File: src/pmc_pkg.sv
// package: register map, field positions and types for power mode control
package pmc_pkg;
  localparam logic [11:0] CTL_OFFSET     = 12'h000;
  localparam logic [11:0] STATUS_OFFSET  = 12'h004;
  localparam logic [31:0] CTL_RESET      = 32'h0000_8000;
  localparam logic [31:0] CTL_RW_MASK    = 32'h0034_c1f3;
  localparam logic [31:0] UV_FIELD_MASK  = 32'h0000_00f0;
  localparam int          BANK3_BIT      = 21;
  localparam int          BANK2_BIT      = 20;
  localparam int          LOW_DRIVE_BIT  = 18;
  localparam int          OV_THR_BIT     = 15;
  localparam int          OV_EN_BIT      = 14;
  localparam int          BKP_WEN_BIT    = 8;
  localparam int          UV_THR_LSB     = 5;
  localparam int          UV_EN_BIT      = 4;
  localparam int          STB_CLR_BIT    = 3;
  localparam int          WU_CLR_BIT     = 2;
  localparam int          STB_SEL_BIT    = 1;
  localparam int          LOW_POWER_BIT  = 0;
  localparam int          ST_WU_BIT      = 0;
  localparam int          ST_STB_BIT     = 1;

  typedef enum logic [1:0] {
    PMC_RUN   = 2'b00,
    PMC_DEEP  = 2'b01,
    PMC_STBY  = 2'b11
  } pmc_mode_t;

  typedef struct packed {
    logic       bank_three_retention_off;
    logic       bank_two_retention_off;
    logic       regulator_low_drive_enable;
    logic       regulator_low_power;
    logic       overvoltage_threshold_select;
    logic       overvoltage_detector_enable;
    logic [2:0] undervoltage_threshold_select;
    logic       undervoltage_detector_enable;
    logic       backup_domain_write_enable;
  } pmc_ctrl_t;
endpackage : pmc_pkg

File: src/pmc_flag.sv
// sticky status flag: set wins over clear
`timescale 1ns/100ps
module pmc_flag (
  input  wire logic pclk,
  input  wire logic presetn,
  input  wire logic set_evt,
  input  wire logic clr_evt,
  output logic      flag
);
  always_ff @(posedge pclk or negedge presetn) begin
    if (!presetn) begin
      flag <= 1'b0;
    end else if (set_evt) begin
      flag <= 1'b1;
    end else if (clr_evt) begin
      flag <= 1'b0;
    end
  end

  a_set_wins: assert property (@(posedge pclk) disable iff (!presetn)
    set_evt |=> flag) else $error("flag set lost");
  a_clr_works: assert property (@(posedge pclk) disable iff (!presetn)
    clr_evt && !set_evt |=> !flag) else $error("flag clear lost");
endmodule : pmc_flag

File: src/pmc_ctl.sv
// power mode control register with apb slave and mode outputs
//
// Contract
// - control word at offset 0x00, resets to 0x00008000, also after standby.
// - half-word and word accesses are accepted.
// - bit 21 set powers off the third sram bank in deep-sleep.
// - bit 20 set powers off the second sram bank in deep-sleep.
// - bit 18 selects low-drive regulator in deep-sleep.
// - bit 15 selects over-voltage threshold, 0 for 5V, 1 for 5.5V.
// - bit 14 enables the over-voltage detector.
// - bit 8 clear blocks all backup-domain writes.
// - bits 7:5 pick the under-voltage threshold, 2.9V up to 4.6V.
// - bit 4 enables the under-voltage detector.
// - lock input freezes under-voltage enable and threshold.
// - writing 1 to bit 3 clears standby flag; reads zero.
// - writing 1 to bit 2 clears wakeup flag; reads zero.
// - bit 1 picks standby over deep-sleep on core deep sleep.
// - bit 0 selects low-power regulator in deep-sleep.
// - running oscillator user forces regulator back to normal power.
// - standby flag set after standby, cleared by por or strobe.
// - wakeup flag set by pin or alarm, cleared by reset or strobe.
//
// Design decision made here: the APB slave port.
`timescale 1ns/100ps
module pmc_ctl (
  input  wire logic        pclk,
  input  wire logic        presetn,
  input  wire logic        por_resetn,
  input  wire logic        psel,
  input  wire logic        penable,
  input  wire logic        pwrite,
  input  wire logic [11:0] paddr,
  input  wire logic [31:0] pwdata,
  input  wire logic [3:0]  pstrb,
  output logic      [31:0] prdata,
  output logic             pready,
  output logic             pslverr,
  input  wire logic        undervoltage_config_lock,
  input  wire logic        core_deep_sleep_request,
  input  wire logic        internal_rc_oscillator,
  input  wire logic        standby_exit,
  input  wire logic        wakeup_event,
  input  wire logic        backup_write_req,
  output logic             backup_write_strobe,
  output pmc_pkg::pmc_ctrl_t ctrl,
  output pmc_pkg::pmc_mode_t mode,
  output logic             regulator_low_power_active,
  output logic             standby_status_flag,
  output logic             wakeup_status_flag
);
  ////////////////////////////////////////////////////////////////////////////
  logic [31:0] ctl;
  logic        setup;
  logic        access;
  logic        wr_ctl;
  logic        wr_bad;
  logic [31:0] lane;
  logic [31:0] wmask;
  logic        stb_clr;
  logic        wu_clr;
  logic        stb_raw;

  function automatic logic [31:0] lane_mask(input logic [3:0] s);
    lane_mask = {{8{s[3]}}, {8{s[2]}}, {8{s[1]}}, {8{s[0]}}};
  endfunction : lane_mask

  function automatic logic width_ok(input logic [3:0] s);
    width_ok = (s == 4'hf) || (s == 4'h3) || (s == 4'hc);
  endfunction : width_ok

  // byte writes refused: only half-word or word lanes are legal
  assign setup  = psel && !penable;
  // write lands only where the master sees pready high
  assign access = psel && penable && pready;
  assign lane   = lane_mask(pstrb);
  assign wr_ctl = access && pwrite && paddr == pmc_pkg::CTL_OFFSET
                  && width_ok(pstrb);
  assign wr_bad = setup && pwrite && !(paddr == pmc_pkg::CTL_OFFSET
                  && width_ok(pstrb));

  always_comb begin
    wmask = lane & pmc_pkg::CTL_RW_MASK;
    if (undervoltage_config_lock) begin
      wmask = wmask & ~pmc_pkg::UV_FIELD_MASK;
    end
  end

  ////////////////////////////////////////////////////////////////////////////
  // apb: zero wait, answer in the access cycle
  always_ff @(posedge pclk or negedge presetn) begin
    if (!presetn) begin
      pready  <= 1'b0;
      pslverr <= 1'b0;
      prdata  <= 32'h0000_0000;
    end else begin
      pready  <= setup;
      pslverr <= setup && (wr_bad || (!pwrite &&
                 paddr != pmc_pkg::CTL_OFFSET &&
                 paddr != pmc_pkg::STATUS_OFFSET));
      prdata  <= 32'h0000_0000;
      if (setup && !pwrite && paddr == pmc_pkg::CTL_OFFSET) begin
        prdata <= ctl & pmc_pkg::CTL_RW_MASK;
      end else if (setup && !pwrite && paddr == pmc_pkg::STATUS_OFFSET) begin
        prdata[pmc_pkg::ST_STB_BIT] <= standby_status_flag;
        prdata[pmc_pkg::ST_WU_BIT]  <= wakeup_status_flag;
      end
    end
  end

  // system reset covers wakeup from standby as well
  always_ff @(posedge pclk or negedge presetn) begin
    if (!presetn) begin
      ctl <= pmc_pkg::CTL_RESET;
    end else if (wr_ctl) begin
      ctl <= (ctl & ~wmask) | (pwdata & wmask);
    end
  end

  always_ff @(posedge pclk or negedge presetn) begin
    if (!presetn) begin
      stb_clr <= 1'b0;
      wu_clr  <= 1'b0;
    end else begin
      stb_clr <= wr_ctl && lane[pmc_pkg::STB_CLR_BIT]
                 && pwdata[pmc_pkg::STB_CLR_BIT];
      wu_clr  <= wr_ctl && lane[pmc_pkg::WU_CLR_BIT]
                 && pwdata[pmc_pkg::WU_CLR_BIT];
    end
  end

  ////////////////////////////////////////////////////////////////////////////
  always_ff @(posedge pclk or negedge presetn) begin
    if (!presetn) begin
      ctrl <= '0;
      ctrl.overvoltage_threshold_select <= 1'b1;
    end else begin
      ctrl.bank_three_retention_off   <= ctl[pmc_pkg::BANK3_BIT];
      ctrl.bank_two_retention_off     <= ctl[pmc_pkg::BANK2_BIT];
      ctrl.regulator_low_drive_enable <= ctl[pmc_pkg::LOW_DRIVE_BIT];
      ctrl.overvoltage_threshold_select <= ctl[pmc_pkg::OV_THR_BIT];
      ctrl.overvoltage_detector_enable  <= ctl[pmc_pkg::OV_EN_BIT];
      ctrl.undervoltage_threshold_select <=
        ctl[pmc_pkg::UV_THR_LSB +: 3];
      ctrl.undervoltage_detector_enable <= ctl[pmc_pkg::UV_EN_BIT];
      ctrl.backup_domain_write_enable   <= ctl[pmc_pkg::BKP_WEN_BIT];
      ctrl.regulator_low_power          <= ctl[pmc_pkg::LOW_POWER_BIT];
    end
  end

  always_ff @(posedge pclk or negedge presetn) begin
    if (!presetn) begin
      mode                       <= pmc_pkg::PMC_RUN;
      regulator_low_power_active <= 1'b0;
      backup_write_strobe        <= 1'b0;
    end else begin
      if (!core_deep_sleep_request) begin
        mode <= pmc_pkg::PMC_RUN;
      end else if (ctl[pmc_pkg::STB_SEL_BIT]) begin
        mode <= pmc_pkg::PMC_STBY;
      end else begin
        mode <= pmc_pkg::PMC_DEEP;
      end
      // oscillator user keeps the regulator at full power
      regulator_low_power_active <= core_deep_sleep_request
        && !ctl[pmc_pkg::STB_SEL_BIT] && ctl[pmc_pkg::LOW_POWER_BIT]
        && !internal_rc_oscillator;
      backup_write_strobe <= backup_write_req
        && ctl[pmc_pkg::BKP_WEN_BIT];
    end
  end

  ////////////////////////////////////////////////////////////////////////////
  // standby flag survives system reset, only power-on reset or the bit 3 strobe clears it
  assign stb_raw = standby_exit;
  pmc_flag u_stb_flag (
    .pclk    (pclk),
    .presetn (por_resetn),
    .set_evt (stb_raw),
    .clr_evt (stb_clr),
    .flag    (standby_status_flag)
  );
  pmc_flag u_wu_flag (
    .pclk    (pclk),
    .presetn (presetn),
    .set_evt (wakeup_event),
    .clr_evt (wu_clr),
    .flag    (wakeup_status_flag)
  );

  ////////////////////////////////////////////////////////////////////////////
  a_lock_holds_uv: assert property (@(posedge pclk) disable iff (!presetn)
    undervoltage_config_lock |=> $stable(ctl[7:4]))
    else $error("locked field changed");
  a_reserved_zero: assert property (@(posedge pclk) disable iff (!presetn)
    (ctl & ~pmc_pkg::CTL_RW_MASK) == 32'h0000_0000)
    else $error("reserved bit set");
  a_backup_gate: assert property (@(posedge pclk) disable iff (!presetn)
    backup_write_strobe |-> $past(ctl[pmc_pkg::BKP_WEN_BIT]))
    else $error("backup write passed while disabled");
  a_mode_select: assert property (@(posedge pclk) disable iff (!presetn)
    core_deep_sleep_request && ctl[1] && $stable(ctl[1])
    |=> mode == pmc_pkg::PMC_STBY)
    else $error("standby not entered");
  a_osc_override: assert property (@(posedge pclk) disable iff (!presetn)
    internal_rc_oscillator |=> !regulator_low_power_active)
    else $error("low power kept with oscillator in use");
  a_strobe_clears: assert property (@(posedge pclk) disable iff (!presetn)
    wr_ctl && pstrb[0] && pwdata[2] && !wakeup_event ##1 !wakeup_event
    |=> !wakeup_status_flag)
    else $error("wakeup flag not cleared");
  a_byte_refused: assert property (@(posedge pclk) disable iff (!presetn)
    setup && pwrite && !width_ok(pstrb) |=> $stable(ctl) && pslverr)
    else $error("byte write accepted");
  a_ov_follows: assert property (@(posedge pclk) disable iff (!presetn)
    ##1 ctrl.overvoltage_detector_enable == $past(ctl[14]))
    else $error("ov enable lags");
endmodule : pmc_ctl

File: config.mk
export PLATFORM = sky130hd
export DESIGN_NAME = pmc_ctl
export DESIGN_NICKNAME = d
export VERILOG_FILES = /design/src/pmc_pkg.sv /design/src/pmc_flag.sv /design/src/pmc_ctl.sv
export SDC_FILE = /design/constraint.sdc
export NUM_CORES = 1
export LEC_CHECK = 0
export ABC_AREA = 1
export BUFFER_PORTS_ARGS = -buffer_cell sky130_fd_sc_hd__buf_2
export CORE_ASPECT_RATIO = 1.4
export CORE_MARGIN = 3
export CORE_UTILIZATION = 48
export CTS_BUF_LIST = sky130_fd_sc_hd__clkbuf_4
export DETAILED_ROUTE_END_ITERATION = 6
export PLACE_DENSITY = 0.88
export SLEW_MARGIN = 40
export SYNTH_ARGS = -nofsm -noshare
export SYNTH_HDL_FRONTEND = slang
export SYNTH_SLANG_ARGS = --single-unit
File: constraint.sdc
create_clock -name pclk -period 2.09 [get_ports pclk]
set_input_delay 0.3135 -clock pclk [delete_from_list [all_inputs] [get_ports pclk]]
set_output_delay 0.3135 -clock pclk [all_outputs]
set_load 0.05 [all_outputs]
# --- After elaboration in Yosys (flattened, before gate mapping) ---
# Index checks and enable logic that the tools add are counted.
# W data, S select, Z words.
totals:
  ff_bits: 75
  output_inout_bits: 51
op_classes:
  n_eq_ne: 5
  n_mux: 10
  bitwise: 4
  n_reduce_logical: 34
ops:
  columns: ["cell", "n"]
  rows:
  - ["$and A32 B22 Y32", 1]
  - ["$and A32 B32 Y32", 1]
  - ["$not A22 Y32", 1]
  - ["$or A32 B32 Y32", 1]
  - ["$logic_and A1 B1 Y1", 22]
  - ["$mux W20", 1]
  - ["$eq A12 B3 Y1 const B", 1]
  - ["$logic_not A12 Y1", 1]
  - ["$ne A12 B3 Y1 const B", 1]
  - ["$reduce_bool A12 Y1", 1]
  - ["$eq A4 B4 Y1 const B", 2]
  - ["$mux W2", 4]
  - ["$mux W8", 1]
  - ["$logic_not A1 Y1", 5]
  - ["$eq A4 B2 Y1 const B", 1]
  - ["$mux W1", 4]
  - ["$reduce_bool A2 Y1", 2]
  - ["$logic_or A1 B1 Y1", 3]

# --- Logic depth before layout (Yosys ltp) ---
depth:
  ltp_word: 8
  depth_mapped: 8
  ltp_nobuf: 8

# --- Modules after synthesis ---
# A second synthesis with hierarchy kept.
hier_totals:
  hier_cells: 186
  hier_area_um2: 1850.5
by_module_without_submodules:
  columns: ["mod", "instances", "cells_each", "area_each_um2", "seq_area_each_um2"]
  rows:
  - ["pmc_ctl", 1, 176, 1770.4, 1078.5]
  - ["pmc_flag", 2, 5, 40.0, 25.0]

# --- Worst setup path after synthesis ---
# OpenSTA, ideal clock, no wires.
synth_path:
  path_type: "reg-to-reg"
  start: "register pready"
  end: "register (tool-made name)"
  t_arrival_ns: 1.428
  required_ns: 2.024
  slack_ns: 0.596
  path_stages_with_launch: 8
  period_less_slack_ns: 1.494
  path_cell_list: "dfrtp_1 nand3_1 nor2_2 nand3_2 nor2_4 buf_6 nand3_1 nand2_1"
synth_lines:
  columns: ["element", "line_no", "text"]
  rows:
  - ["start, declared", "pmc_ctl.sv:36", "output logic pready,"]
  - ["start signal, assigned", "pmc_ctl.sv:96", "pready <= setup;"]

# --- Final worst setup path ---
layout_path:
  start: "register ctrl[6] (netlist bit)"
  end: "output ctrl[6] (netlist bit)"
layout_lines:
  columns: ["element", "line_no", "text"]
  rows:
  - ["start, declared", "pmc_ctl.sv:45", "output pmc_pkg::pmc_ctrl_t ctrl,"]
# No word-level cell between the ends.

==> summary.txt <==
Detailed routing
  – Routed WL per cell: 12.0 um
  – Routed wire length: 3.64 mm
  – Via count: 1397
  – DRT iter0 DRCs: 18
  – Remaining DRCs: 0
  – Via/cell ratio: 4.60
  – First-pass iteration count of the detailed router: 4
  – Antenna-violating nets left: 0

Timing
  – Setup_tns: 0 ns
  – Fin. Hold Viols: 0
  – Layout Skew: ~0.0083 ns
  – RSZ-0062 raised after global routing: no
  – Final setup fails: 0
  – Setup WS post-layout: 0.653 ns
  – Tcrit/Tclk final: 68.8%
  – FMAX: 696 MHz
  – Fin crit period: 1.44 ns
  – Max-slew violation count: 0

Floorplan
  – Die Footprint: 4600 um^2
  – Initial Util: between 50% and 60%
  – Rows: 25
  – Die Wd: 58.2 um
  – Total core area: 3500 um^2
  – Die Span Y: 79.0 um
  – # IOs: 111

GRT
  – Vias in the first global route: roughly 1400
  – Initial antenna violation count: 0
  – Congestion Overflow GR: 0
  – Pin count of the biggest net entering global routing: 36
  – First-pass GRT wire length: 5.93 mm
  – Total Routing Usage GR: 17.3%

Power
  – Clock power frac: 33.3%
  – Seq pwr share: 55.4%
  – Switching power: approximately 0.40 mW
  – Int Power: 1.18 mW
  – P per Cell Area: 698 nW/um^2
  – Combinational fraction of design power: 11.3%
  – LEAKAGE: 1.31 nW
  – Worst vdd ir: 0.614 mV
  – Sw Share: 25.4%

Job
  – Max cap viols: 0

Hold path
  – Hold Path Class: input port to flop

Worst setup path
  – Crit Path Class: flop to output pin
  – Crit path DAT: 1.12 ns
  – Worst Path Max Fanout: 1
  – Setup crit start kind: flop
  – Critical path's slowest cell: dfstp_2
  – CP Buf/Inv Count: 1
  – Req. time, crit path: 1.78 ns
  – CP endpoint kind: output pin
  – CP max stage delay: between 0.5 and 0.6 ns
  – Worst path cell trace: buf_2
  – Crit-path leading delay family: flip-flops

Placement
  – Pre-CTS setup slack: 0.566 ns
  – Placement Cell Area: 2160 um^2
  – Placer Congestion: 0.841
  – Port bufs: 72
  – Dpl hpwl: 2.83 mm

Synth
  – Synth warnings: 0
  – Synthesized flop and latch total: 45
  – Synth Instances: 183
  – Area contributors post-synth: dfrtp_1 (59%), buf_4 (8.2%), nand2_1 (7.2%)
  – Post-synthesis sequential area ratio: 61.7%
  – Share of the synthesized area in the top cell type: between 50% and 60%
  – Area of the mapped netlist: 1830 um^2
  – Cell taking the most area after synthesis: dfrtp_1
  – Netlist cell types: 21
  – Post-Syn Area per Cell: 10.0 um^2

Layout
  – Area growth syn-to-layout: 23.7%
  – Antenna diodes: 0
  – Area of the multi-input gates: 523 um^2
  – Filler Cell Count: approximately 310
  – Register area: 1130 um^2
  – Nets@finish: 323
  – Final instance area: 2260 um^2
  – Layout cells sized above 1: 35.2%

Clock tree
  – Reg clk slew, reported paths: 0.12 ns
  – Root buf cell: clkbuf_4
  – Worst-case clock buffer depth: 2
  – Post-CTS Setup Inserts: 0
  – TritonCTS clock tree: built
  – CTS Sinks: 45
  – Worst skew pair latency: 0.35 ns
  – CTS H-tree depth: 2
  – CTS Buf Count: 5

Run status
  – Outcome: finished clean
-- cells by family (layout without fill, tap and decap cells) --
kind of cell	after synthesis	in the layout	share of synthesized area, %
buffers and inverters	44	106	13.6
flip-flops	45	45	61.7
AO/OA/AOI/OAI	4	4	1.37
XOR/XNOR	1	1	0.479
AND/OR/NAND/NOR	88	88	22.6
other	1	20	0.205
-- through the flow --
step                std cells  hold WS [ns]  power (mW)  util [%]
detailed placement        294        0.0905        1.07      61.6
CTS                       303        0.0210        1.59      64.2
finish                    304        0.0983        1.58      64.6
floorplan                 202        0.0179        1.03         -
global route              304        0.0878        1.64      64.6
global placement          294        0.0883        1.06      61.6
-- final timing paths --
kind / slack [ns] / depth (start not counted) / end / from
max: 0.65 / 1 / ctrl[6] / ctrl[6]$_DFF_PN1_
min: 0.1 / 1 / mode[0]$_DFF_PN0_ / core_deep_sleep_request
max reg2reg: 0.74 / 6 / flop / pready$_DFF_PN0_
min reg2reg: 0.39 / 0 / ctrl[6]$_DFF_PN1_ / flop
max in group asynchronous: 1.15 / 3 / prdata[5]$_DFF_PN0_ / presetn
min in group asynchronous: 0.24 / 2 / u_stb_flag.flag$_DFFE_PN0P_ / por_resetn
-- layout make-up --
class / instances / area share, %
clock buffer: 6 / 1.99
clock inverter: 2 / 1.55
inverter: 22 / 3.65
multi-input combinational: 113 / 23.1
sequential: 45 / 49.9
tap: 40 / 2.21
timing repair buffer: 76 / 17.6
-- power by group through the flow --
stage               clock, mW  combinational [mW]  sequential [mW]
detailed placement          0               0.176            0.891
CTS                     0.538               0.178            0.875
global placement            0               0.173            0.891
floorplan                   0               0.127            0.902
global route            0.572               0.193            0.875
finish                  0.526               0.179            0.875
-- per-layer routing --
layer,vias up,GRT usage [%],routed length (um)
met4,0,10.2,144
met3,13,4.39,304
met1,633,17.7,1260
met5,-,0,0
li1,680,-,-
met2,71,30.8,1930
-- repair_timing --
action                                 CTS  global route
resized for setup                        0             0
hold buffers                             1             1
endpoints found under the hold margin    1            32
-- Yosys cell counts, drive strengths merged --
master / number
and2: 1
inv: 22
xnor2: 1
buf: 22
conb: 1
dfrtp: 43
nor2: 26
o21ai: 2
dfstp: 2
nand3b: 1
nor3: 2
nand2: 37
nand4: 3
nand3: 18
o21bai: 2
-- cells in the final DEF (no fill, tap or decap), types with 3 or more instances in the layout --
cell / Yosys / layout
buf_2: 1 / 71
inv_1: 22 / 22
nor2_4: 3 / 3
buf_4: 20 / 3
conb_1: 1 / 20
clkbuf_4: 0 / 6
nand3_2: 3 / 3
nand4_1: 3 / 3
nand2_1: 35 / 35
nor2_1: 22 / 22
dfrtp_1: 43 / 43
nand3_1: 15 / 15
(Power assumes the default switching activity.)
